===== src/verilog/lsh_pkg.sv =====
package lsh_pkg;

    // ------------------------------------------------------------------
    // clock and link timing
    // ------------------------------------------------------------------
    localparam int CLK_PERIOD_NS   = 50;
    localparam int SCLK_HALF_NS    = 250;
    localparam int CS_GAP_NS       = 500;
    localparam int SCLK_HALF_CYC   = (SCLK_HALF_NS + CLK_PERIOD_NS - 1) / CLK_PERIOD_NS;
    localparam int CS_GAP_CYC      = (CS_GAP_NS + CLK_PERIOD_NS - 1) / CLK_PERIOD_NS;
    localparam int CNT_W           = 4;

    // ------------------------------------------------------------------
    // controller register map (byte addresses)
    // ------------------------------------------------------------------
    localparam int          ADDR_W      = 8;
    localparam logic [7:0]  OFS_CTRL    = 8'h00;
    localparam logic [7:0]  OFS_STATUS  = 8'h04;
    localparam logic [7:0]  OFS_LEN     = 8'h08;
    localparam logic [7:0]  OFS_TEMP    = 8'h0C;
    localparam logic [7:0]  OFS_DATA    = 8'h20;
    localparam int          DATA_DEPTH  = 8;
    localparam logic [3:0]  LEN_RESET   = 4'h1;

    // control register fields
    localparam int CTRL_GO     = 0;
    localparam int CTRL_READ   = 1;
    localparam int CTRL_RS     = 2;
    localparam int CTRL_DOUBLE = 3;

    // status register fields
    localparam int STAT_BUSY     = 0;
    localparam int STAT_DONE     = 1;
    localparam int STAT_MISMATCH = 2;
    localparam int STAT_VALID    = 3;

    // ------------------------------------------------------------------
    // link byte layouts
    // ------------------------------------------------------------------
    localparam int          SUB_DIR_BIT        = 7;
    localparam logic [1:0]  DEVICE_SUBADDRESS  = 2'h1;
    localparam int          CTRL_CONTINUE_BIT  = 7;
    localparam int          CTRL_PAYLOAD_BIT   = 6;

    typedef enum logic [2:0] {
        LSH_IDLE,
        LSH_LEAD,
        LSH_CLK_LO,
        LSH_CLK_HI,
        LSH_TRAIL,
        LSH_GAP
    } lsh_state_t;

endpackage : lsh_pkg


===== src/verilog/lsh_sync3.sv =====
module lsh_sync3 (
    // clock and reset
    input  wire logic clock,
    input  wire logic rst_n,
    // asynchronous level in, filtered level out
    input  wire logic async_in,
    output logic      level_out
);
    logic s1_q;
    logic s2_q;
    logic s3_q;

    // ------------------------------------------------------------------
    // three stages; level moves only when stages two and three agree
    // ------------------------------------------------------------------
    always_ff @(posedge clock or negedge rst_n) begin
        if (!rst_n) begin
            s1_q      <= 1'b0;
            s2_q      <= 1'b0;
            s3_q      <= 1'b0;
            level_out <= 1'b0;
        end else begin
            s1_q <= async_in;
            s2_q <= s1_q;
            s3_q <= s2_q;
            if (s2_q == s3_q) begin
                level_out <= s3_q;
            end
        end
    end

endmodule : lsh_sync3


===== src/verilog/lsh_host.sv =====
//Function
// device acknowledges only matching address pin
// control byte precedes command or display bytes
// device stores display bytes at pointer
// only addressed device acknowledges bytes
// access ends cleanly after last byte
// read direction bit fetches temperature byte
// chip select high resets device port
// device samples data on rising clock
// device changes read data on falling
// host toggles chip select between transfers
// bytes shifted most significant bit first
// first byte after select is subaddress
// subaddress bits six-five must be 01
// subaddress bit seven selects direction
// write sends control byte after subaddress
// temperature read uses direction bit high
// device drives data after last subaddress bit
// read twice, accept when both agree
// device releases data at select high
// host drives data line after release
// control byte: continue flag, payload select
// device address 011100, pin, direction
// device drives only acknowledge, readout
// device releases line after unacknowledged readout
//
// Design decisions made here: the address-and-strobe port and the register offsets.
module lsh_host
    import lsh_pkg::*;
(
    // clock and reset
    input  wire logic                      clock,
    input  wire logic                      rst_n,
    // software register port
    input  wire logic [lsh_pkg::ADDR_W-1:0] reg_addr,
    input  wire logic [31:0]               reg_wdata,
    input  wire logic                      reg_write,
    input  wire logic                      reg_read,
    output logic      [31:0]               reg_rdata,
    // three-wire link
    output logic                           link_cs_n,
    output logic                           link_sclk,
    output logic                           link_sdio_o,
    output logic                           link_sdio_oe_n,
    input  wire logic                      link_sdio_i
);
    import lsh_pkg::*;

    // ------------------------------------------------------------------
    // declarations
    // ------------------------------------------------------------------
    lsh_state_t       state_q;
    lsh_state_t       state_d;
    logic [CNT_W-1:0] tick_q;
    logic [2:0]       bit_q;
    logic [3:0]       byte_q;
    logic [7:0]       rx_q;
    logic [7:0]       temp_q;
    logic [7:0]       first_q;
    logic             second_q;
    logic             busy_q;
    logic             done_q;
    logic             mismatch_q;
    logic             valid_q;
    logic             dir_read_q;
    logic             rs_q;
    logic             double_q;
    logic [3:0]       len_q;
    logic [7:0]       data_mem [DATA_DEPTH];
    logic             sdio_lvl;

    // ------------------------------------------------------------------
    // helper functions
    // ------------------------------------------------------------------
    function automatic logic [7:0] sub_byte(input logic rd);
        sub_byte = {rd, DEVICE_SUBADDRESS, 5'h00};
    endfunction : sub_byte

    function automatic logic [7:0] ctl_byte(input logic rs);
        logic [7:0] b;
        b = 8'h00;
        b[CTRL_CONTINUE_BIT] = 1'b0;
        b[CTRL_PAYLOAD_BIT]  = rs;
        ctl_byte = b;
    endfunction : ctl_byte

    function automatic logic reg_hit(input logic [ADDR_W-1:0] a, input logic [7:0] ofs);
        reg_hit = (a == ofs);
    endfunction : reg_hit

    // ------------------------------------------------------------------
    // register decode
    // ------------------------------------------------------------------
    wire        wr_ctrl   = reg_write && reg_hit(reg_addr, OFS_CTRL);
    wire        wr_status = reg_write && reg_hit(reg_addr, OFS_STATUS);
    wire        wr_len    = reg_write && reg_hit(reg_addr, OFS_LEN);
    wire        in_data   = (reg_addr[7:5] == OFS_DATA[7:5]) && (reg_addr[1:0] == 2'h0);
    wire        wr_data   = reg_write && in_data;
    wire [2:0]  data_idx  = reg_addr[4:2];
    wire        go        = wr_ctrl && reg_wdata[CTRL_GO] && !busy_q;
    wire        clr_done  = wr_status && reg_wdata[STAT_DONE];

    wire [31:0] rd_ctrl   = {28'h0000000, double_q, rs_q, dir_read_q, 1'b0};
    wire [31:0] rd_status = {28'h0000000, valid_q, mismatch_q, done_q, busy_q};
    wire [31:0] rd_mux    = reg_hit(reg_addr, OFS_CTRL)   ? rd_ctrl :
                            reg_hit(reg_addr, OFS_STATUS) ? rd_status :
                            reg_hit(reg_addr, OFS_LEN)    ? {28'h0000000, len_q} :
                            reg_hit(reg_addr, OFS_TEMP)   ? {24'h000000, temp_q} :
                            in_data                       ? {24'h000000, data_mem[data_idx]} :
                                                            32'h00000000;

    // ------------------------------------------------------------------
    // link sequencing decode
    // ------------------------------------------------------------------
    wire        half_done = (tick_q == CNT_W'(SCLK_HALF_CYC - 1));
    wire        gap_done  = (tick_q == CNT_W'(CS_GAP_CYC - 1));
    wire        last_bit  = (bit_q == 3'h7);
    // write: subaddress, one control byte, then payload; read: subaddress, readout
    wire [3:0]  last_byte = dir_read_q ? 4'h1 : (len_q + 4'h1);
    wire        is_last   = (byte_q == last_byte);
    wire        rx_byte   = dir_read_q && (byte_q != 4'h0);
    wire [3:0]  next_byte = byte_q + 4'h1;
    wire [2:0]  pay_idx   = 3'(next_byte - 4'h2);
    wire [7:0]  nxt_tx    = (next_byte == 4'h1) ? ctl_byte(rs_q) : data_mem[pay_idx];
    wire        next_rx   = dir_read_q;
    // a fresh start takes its direction from the write that launches it
    wire        start_rd  = go ? reg_wdata[CTRL_READ] : dir_read_q;
    wire [7:0]  sub_tx    = sub_byte(start_rd);
    wire [7:0]  rx_full   = {rx_q[6:0], sdio_lvl};
    // second pass pending once the first readout has been captured
    wire        again     = double_q && dir_read_q && second_q;
    logic [7:0] tx_q;

    // ------------------------------------------------------------------
    // input synchroniser for the returned data line
    // ------------------------------------------------------------------
    lsh_sync3 u_sdio_sync (
        .clock     (clock),
        .rst_n     (rst_n),
        .async_in  (link_sdio_i),
        .level_out (sdio_lvl)
    );

    // ------------------------------------------------------------------
    // state transitions
    // ------------------------------------------------------------------
    always_comb begin
        state_d = state_q;
        case (state_q)
            LSH_IDLE:   if (go) state_d = LSH_LEAD;
            LSH_LEAD:   if (half_done) state_d = LSH_CLK_LO;
            LSH_CLK_LO: if (half_done) state_d = LSH_CLK_HI;
            LSH_CLK_HI: if (half_done) state_d = (last_bit && is_last) ? LSH_TRAIL : LSH_CLK_LO;
            LSH_TRAIL:  if (half_done) state_d = LSH_GAP;
            LSH_GAP:    if (gap_done) state_d = again ? LSH_LEAD : LSH_IDLE;
            default:    state_d = LSH_IDLE;
        endcase
    end

    always_ff @(posedge clock or negedge rst_n) begin
        if (!rst_n) begin
            state_q <= LSH_IDLE;
            tick_q  <= '0;
        end else begin
            state_q <= state_d;
            tick_q  <= (state_d != state_q || state_q == LSH_IDLE) ? '0 : tick_q + 1'b1;
        end
    end

    // ------------------------------------------------------------------
    // link pins and shifters
    // ------------------------------------------------------------------
    always_ff @(posedge clock or negedge rst_n) begin
        if (!rst_n) begin
            link_cs_n      <= 1'b1;
            link_sclk      <= 1'b0;
            link_sdio_o    <= 1'b0;
            link_sdio_oe_n <= 1'b0;
            bit_q          <= 3'h0;
            byte_q         <= 4'h0;
            tx_q           <= 8'h00;
            rx_q           <= 8'h00;
        end else begin
            case (state_q)
                LSH_IDLE, LSH_GAP: begin
                    if (state_d == LSH_LEAD) begin
                        link_cs_n   <= 1'b0;
                        tx_q        <= {sub_tx[6:0], 1'b0};
                        link_sdio_o <= sub_tx[7];
                        bit_q       <= 3'h0;
                        byte_q      <= 4'h0;
                    end
                end
                LSH_CLK_LO: begin
                    if (half_done) begin
                        link_sclk <= 1'b1;
                    end
                end
                LSH_CLK_HI: begin
                    if (half_done) begin
                        link_sclk <= 1'b0;
                        if (rx_byte) begin
                            rx_q <= rx_full;
                        end
                        bit_q <= bit_q + 3'h1;
                        if (!last_bit) begin
                            link_sdio_o <= tx_q[7];
                            tx_q        <= {tx_q[6:0], 1'b0};
                        end else if (!is_last) begin
                            byte_q <= next_byte;
                            if (next_rx) begin
                                link_sdio_oe_n <= 1'b1;
                            end else begin
                                link_sdio_o <= nxt_tx[7];
                                tx_q        <= {nxt_tx[6:0], 1'b0};
                            end
                        end
                    end
                end
                LSH_TRAIL: begin
                    if (half_done) begin
                        link_cs_n      <= 1'b1;
                        link_sdio_oe_n <= 1'b0;
                        link_sdio_o    <= 1'b1;
                    end
                end
                default: begin
                end
            endcase
        end
    end

    // ------------------------------------------------------------------
    // readout capture and double-read check
    // ------------------------------------------------------------------
    wire rx_end = (state_q == LSH_CLK_HI) && half_done && last_bit && is_last && dir_read_q;
    wire finish = (state_q == LSH_GAP) && gap_done && !again;

    always_ff @(posedge clock or negedge rst_n) begin
        if (!rst_n) begin
            temp_q     <= 8'h00;
            first_q    <= 8'h00;
            second_q   <= 1'b0;
            mismatch_q <= 1'b0;
            valid_q    <= 1'b0;
        end else begin
            if (go) begin
                second_q   <= 1'b0;
                mismatch_q <= 1'b0;
                valid_q    <= 1'b0;
            end else if (rx_end) begin
                temp_q <= rx_full;
                if (double_q && !second_q) begin
                    first_q  <= rx_full;
                    second_q <= 1'b1;
                end else begin
                    second_q   <= 1'b0;
                    mismatch_q <= double_q && (rx_full != first_q);
                    valid_q    <= !double_q || (rx_full == first_q);
                end
            end
        end
    end

    // ------------------------------------------------------------------
    // software registers
    // ------------------------------------------------------------------
    always_ff @(posedge clock or negedge rst_n) begin
        if (!rst_n) begin
            dir_read_q <= 1'b0;
            rs_q       <= 1'b0;
            double_q   <= 1'b0;
            len_q      <= LEN_RESET;
            busy_q     <= 1'b0;
            done_q     <= 1'b0;
            reg_rdata  <= 32'h00000000;
        end else begin
            if (wr_ctrl && !busy_q) begin
                dir_read_q <= reg_wdata[CTRL_READ];
                rs_q       <= reg_wdata[CTRL_RS];
                double_q   <= reg_wdata[CTRL_DOUBLE];
            end
            if (wr_len && !busy_q) begin
                len_q <= (reg_wdata[3:0] > 4'(DATA_DEPTH)) ? 4'(DATA_DEPTH) : reg_wdata[3:0];
            end
            busy_q    <= go ? 1'b1 : (finish ? 1'b0 : busy_q);
            done_q    <= finish ? 1'b1 : (clr_done ? 1'b0 : done_q);
            reg_rdata <= reg_read ? rd_mux : 32'h00000000;
        end
    end

    always_ff @(posedge clock) begin
        if (wr_data && !busy_q) begin
            data_mem[data_idx] <= reg_wdata[7:0];
        end
    end

endmodule : lsh_host


===== config.mk =====
export PLATFORM = sky130hd
export DESIGN_NAME = lsh_host
export DESIGN_NICKNAME = d
export VERILOG_FILES = /design/src/verilog/lsh_pkg.sv /design/src/verilog/lsh_sync3.sv /design/src/verilog/lsh_host.sv
export SDC_FILE = /design/constraint.sdc
export NUM_CORES = 1
export LEC_CHECK = 0
export ABC_AREA = 1
export BUFFER_PORTS_ARGS = -buffer_cell sky130_fd_sc_hd__buf_2
export CORE_MARGIN = 2
export CORE_UTILIZATION = 53
export CTS_CLUSTER_SIZE = 10
export DETAILED_ROUTE_END_ITERATION = 8
export MAX_ROUTING_LAYER = met4
export PLACE_DENSITY = 0.76
export SLEW_MARGIN = 20
export SYNTH_ARGS = -nofsm -noshare
export SYNTH_HDL_FRONTEND = slang
export SYNTH_SLANG_ARGS = --single-unit

===== constraint.sdc =====
create_clock -name clock -period 2.5 [get_ports clock]
set_clock_uncertainty 0.15 [all_clocks]
set_input_delay 0.5 -clock clock [delete_from_list [all_inputs] [get_ports clock]]
set_output_delay 0.5 -clock clock [all_outputs]
set_load 0.1 [all_outputs]

==> impl_metrics.tcl, run 1 <==
set metrics [dict create \
    p_leak_nw 3.59 \
    pre_cts_slack_ns 0.0547 \
    drt_iter0_markers 710 \
    setup_violations 0 \
    post_drt_wl_per_cell_um 16.7 \
    fillers 1052 \
    yosys-top-cells-area "edfxtp_1 (28%), dfrtp_1 (26%), nand2_1 (11%)" \
    top_usage_layer "met2" \
    antenna_found_initial 1 \
    die_y_um 118 \
    powerDensity_nw_per_um2 932 \
    finish.instance_area_um2 8050 \
    grtUsageTotal 0.269 \
    io_pins 81 \
    clkTransAtPathRegs_ns 0.06 \
    drc_errors 0 \
    wl_um 17300 \
    yosys.area.top_type "edfxtp_1" \
    crit_path_start_kind "flip-flop" \
    setup_tns_ns 0 \
    hp-class "primary input to flip-flop" \
    status "completed" \
    worst-path-max-fanout 5 \
    clock-sinks 136 \
    max_slew_margin 0.610 \
    cp.arrival_ns 2.58 \
    synth_cell_types 48 \
    post-route-min-period_ns 2.36 \
    required_ns 2.72 \
    area_growth_pct 17.6 \
    dpl_cell_area_um2 7390 \
    criticalPathCategory "flip-flop to flip-flop" \
    dieArea_um2 13800 \
    final_common_cell "nand2_1" \
    max_freq_mhz 424 \
    power_mw 7.50 \
    dp.final_hpwl_um 12500 \
    grt_max_degree 52 \
    cts_root_buf "clkbuf_16" \
    place_congestion 0.981 \
    final_cell_mix "nand2_1 (190), inv_1 (76), dfrtp_1 (70)" \
    fp-row-count 41 \
    nets 901 \
    final_core_util 0.638 \
    netlist_area_um2 6850 \
    use_met3 0.0693 \
    hold_ws_ns 0.0258 \
    clockBufferDepth 2 \
    route.vias.total 5721 \
    yosysWarningCount 0 \
    maxCapViolCount 0 \
    port_buffers 32 \
    dr.pass1.iters 5 \
    setup_ws_ns 0.141 \
    placed_cells 999 \
    period_share 0.944 \
    use_met2 0.414 \
    htree_levels 4 \
    synth_flop_cell "dfrtp_1" \
    synth_area_per_cell_um2 8.89 \
    core_area_um2 12600 \
    antenna_left 0 \
    end_kind "flip-flop" \
    synthCells 770 \
    hold_viol 0 \
    cts_inserted_buffers 17 \
    grt_pass1_wl_um 27900 \
    synth-edff-count 64 \
    die_width_um 118 \
    drv_slew 0 \
    via_per_inst 5.53 \
    irDropWorstVdd_v 0.000664 \
    clock_latency_ns 0.43 \
    worst_pin_slew_ns 0.577 \
    drive_above_1_share 0.164 \
    synth_async_sr_flop_share 0.529 \
    grtUsageMet1 0.345 \
    start_util 0.543 \
    grt_pass1_vias 5453 \
    ys_seq_area_frac 0.544 \
    yosysTopAreaCellShare 0.281 \
    grt_overflow 0 \
    cts_tree "done" \
    layout.cells.non_filler 1034 \
    synth_seq_cells 136 \
]
## power breakdown
group | switching (mW) | internal (mW)
clock network | 0.977 | 1.57
logic | 1.68 | 0.697
registers | 0.104 | 2.47
## repair_timing
| item | CTS | global route |
|---|---|---|
| hold buffers | 1 | 0 |
| setup endpoints to repair | 0 | 31 |
| gates resized for setup | 0 | 11 |
| endpoints found under the hold margin | 20 | 0 |
| setup buffers | 0 | 1 |
## kinds of logic (layout without fill, tap and decap cells)
| group | count (synthesis) | count (layout) | share of synthesized area |
|---|---|---|---|
| AO/OA/AOI/OAI | 151 | 151 | 0.130 |
| AND/OR/NAND/NOR | 330 | 330 | 0.206 |
| flip-flops | 136 | 136 | 0.544 |
| adder cells (fa/ha/maj) | 9 | 9 | 0.0161 |
| other | 1 | 25 | 0.000548 |
| buffers and inverters | 133 | 201 | 0.0908 |
| XOR/XNOR | 10 | 10 | 0.0128 |
## flip-flops by register name (all words and copies together) (netlist names), 3 cells and up
name / count
len_q: 4
data_mem: 64
tick_q: 4
bit_q: 3
first_q: 8
temp_q: 8
state_q: 3
reg_rdata: 8
tx_q: 7
byte_q: 4
rx_q: 7
## final cells by class
| class | count | area, um^2 | area share |
|---|---|---|---|
| antenna | 1 | 2.50 | 0.000311 |
| clock buffer | 18 | 429 | 0.0533 |
| timing repair buffer | 81 | 547 | 0.0679 |
| sequential | 136 | 3730 | 0.463 |
| inverter | 88 | 330 | 0.0410 |
| clock inverter | 14 | 171 | 0.0213 |
| multi-input combinational | 524 | 2630 | 0.327 |
| tap | 172 | 215 | 0.0267 |
## cell usage after synthesis, types with 6 or more instances
| master | instances |
|---|---|
| ha_1 | 8 |
| buf_2 | 8 |
| o21ai_1 | 13 |
| inv_2 | 8 |
| o21ai_0 | 64 |
| nand2_1 | 192 |
| nand3_1 | 45 |
| inv_1 | 78 |
| dfrtp_1 | 70 |
| buf_4 | 24 |
| clkbuf_1 | 10 |
| a21oi_1 | 31 |
| xnor2_1 | 6 |
| nor3_1 | 16 |
| nor2_1 | 54 |
| edfxtp_1 | 64 |
| nand4_1 | 7 |
| a22oi_1 | 11 |
## worst max-delay path: stages (launching register included)
cell     delay (ns)
dfrtp_1        0.43
ha_1           0.23
inv_1          0.06
nand2_1        0.04
nand2_1        0.20
inv_1          0.12
nand3_1        0.14
inv_1          0.08
nor2_1         0.25
nand4_1        0.24
a21oi_1        0.20
nand3_1        0.09
nand2_1        0.06
## final timing paths
kind | cells past startpoint | slack, ns | to | from
worst max-delay path | 12 | 0.14 | link_sdio_o | byte_q[1]
worst min-delay path | 1 | 0.03 | u_sdio_sync.s1_q | link_sdio_i
worst max register to register | 12 | 0.14 | link_sdio_o | byte_q[1]
worst min register to register | 0 | 0.21 | u_sdio_sync.s2_q | u_sdio_sync.s1_q
max in group asynchronous | 3 | 1.07 | len_q[0] | rst_n
min in group asynchronous | 2 | 0.43 | link_sdio_o | rst_n
## metal layers
layer,part of all wire,vias to the layer above
met5,0,-
met4,0.025,0
met3,0.061,50
met2,0.49,254
met1,0.42,2712
li1,-,2705
No activity file was read; power rests on OpenSTA's default activity.
==> run 2: changes to the inputs <==
--- a/config.mk
+++ b/config.mk
@@ -8,11 +8,10 @@
 export ABC_AREA = 1
 export BUFFER_PORTS_ARGS = -buffer_cell sky130_fd_sc_hd__buf_2
 export CORE_MARGIN = 2
-export CORE_UTILIZATION = 53
+export CORE_UTILIZATION = 24
 export CTS_CLUSTER_SIZE = 10
 export DETAILED_ROUTE_END_ITERATION = 8
 export MAX_ROUTING_LAYER = met4
-export PLACE_DENSITY = 0.76
 export SLEW_MARGIN = 20
 export SYNTH_ARGS = -nofsm -noshare
 export SYNTH_HDL_FRONTEND = slang
==> impl_metrics.tcl, run 2 (synthesis results as in run 1) <==
set metrics [dict create \
    status "completed" \
    max_freq_mhz 429 \
    area_growth_pct 21.9 \
    pre_cts_slack_ns 0.0144 \
    r2r_cells 13 \
    p_leak_nw 3.61 \
    cp.arrival_ns 2.49 \
    powerDensity_nw_per_um2 893 \
    largest_reg_flops 64 \
    critPathSlowestCell "dfstp_2" \
    die_y_um 173 \
    crit_path_max_incr_delay_ns 0.53 \
    grt_pass1_vias 5399 \
    nets 909 \
    cts_tree "done" \
    place_congestion 0.872 \
    drv_slew 0 \
    via_per_inst 4.47 \
    grt_max_degree 39 \
    setup_ws_ns 0.171 \
    final_core_util 0.299 \
    fp-row-count 61 \
    worst-path-max-fanout 8 \
    htree_levels 4 \
    clockBufferDepth 2 \
    setup.worst_path.start "len_q[0]" \
    post-route-min-period_ns 2.33 \
    cts_root_buf "clkbuf_16" \
    holdPathStages 1 \
    clkTransAtPathRegs_ns 0.06 \
    drc_errors 0 \
    r2r-start "len_q[0]" \
    clock-sinks 136 \
    clock_latency_ns 0.43 \
    die_width_um 173 \
    hp-class "primary input to flip-flop" \
    criticalPathCategory "flip-flop to flip-flop" \
    max_slew_margin 0.662 \
    port_buffers 32 \
    crit_path_start_kind "flip-flop" \
    dieArea_um2 29900 \
    irDropWorstVdd_v 0.000558 \
    power_mw 7.46 \
    whs_endpoint "u_sdio_sync.s1_q" \
    wl_um 18000 \
    maxCapViolCount 0 \
    grt_pass1_wl_um 29100 \
    drive_above_1_share 0.173 \
    path_cells "ha_1 -> nand3_1 -> nand2_1 -> nor2_1 -> nand3_1 -> nor2_4 -> nand2_2 -> nand2_2 -> nand2_2 -> o21bai_4 -> nand2_1 -> nand2_1 -> nand2_1" \
    rsz0062_at_grt "no" \
    antenna_found_initial 0 \
    end_kind "flip-flop" \
    core_area_um2 27900 \
    min_from "link_sdio_i" \
    r2r_end "bit_q[1]" \
    worst_pin_slew_ns 0.501 \
    dpl_cell_area_um2 7720 \
    crit_path_frequent_cell "nand2_1" \
    finish.instance_area_um2 8350 \
    setup_tns_ns 0 \
    grtUsageTotal 0.127 \
    cts_setup_buffers 0 \
    io_pins 81 \
    final_cell_mix "nand2_1 (190), inv_1 (77), dfrtp_1 (68)" \
    required_ns 2.66 \
    drt_iter0_markers 575 \
    top_register "data_mem" \
    placed_cells 1214 \
    route.vias.total 5570 \
    cts_inserted_buffers 17 \
    hold_viol 0 \
    hold_ws_ns 0.0261 \
    antenna_left 0 \
    r2r_setup_slack_ns 0.17 \
    setup_violations 0 \
    grt_overflow 0 \
    period_share 0.931 \
    dp.final_hpwl_um 13100 \
    start_util 0.245 \
    dr.pass1.iters 6 \
    post_drt_wl_per_cell_um 14.4 \
    antenna_cells 0 \
    final_common_cell "nand2_1" \
    layout.cells.non_filler 1246 \
]
[run 2: metal layers]
metal	track usage	vias up	wire length [um]
met5	-	-	0
met4	0.0413	0	354
met3	0.0306	28	1120
met2	0.189	199	8020
met1	0.170	2624	8490
li1	-	2719	-
[run 2: area by class of cell]
type | instances | area [um^2]
fill | 2959 | 19600
sequential | 136 | 3730
multi-input combinational | 524 | 2630
timing repair buffer | 89 | 609
tap | 378 | 473
clock buffer | 19 | 433
inverter | 88 | 330
clock inverter | 12 | 144
[run 2: power breakdown]
group	internal [mW]	leakage [nW]	total [mW]	switching, mW
Sequential	2.47	1.52	2.58	0.111
Combinational	0.687	1.82	2.40	1.71
Clock	1.48	0.271	2.48	1.00
Total	4.64	3.61	7.46	2.82
[run 2: worst max-delay path by stage]
stage / end / slack, ns / cells after the start
2_1_floorplan: tx_q[6] / 0.11 / 16
3_3_place_gp: tx_q[6] / 0.04 / 12
6_report: bit_q[1] / 0.17 / 13
4_1_cts: tx_q[6] / 0.09 / 15
5_1_grt: bit_q[0] / 0.002 / 13
3_5_place_dp: data_mem[0][5] / 0.01 / 9
[run 2: worst max-delay path, delay by kind of cell, from the launching register on]
family          cells  cell delay, ns
simple gates       11            1.04
compound gates      1            0.26
fa+ha+maj           1            0.24
flops               1            0.53
[run 2: timing repair]
| item | CTS | global route |
|---|---|---|
| setup endpoints to repair | 0 | 26 |
| hold buffers | 1 | 0 |
| endpoints found under the hold margin | 32 | 0 |
| resized for setup | 0 | 14 |
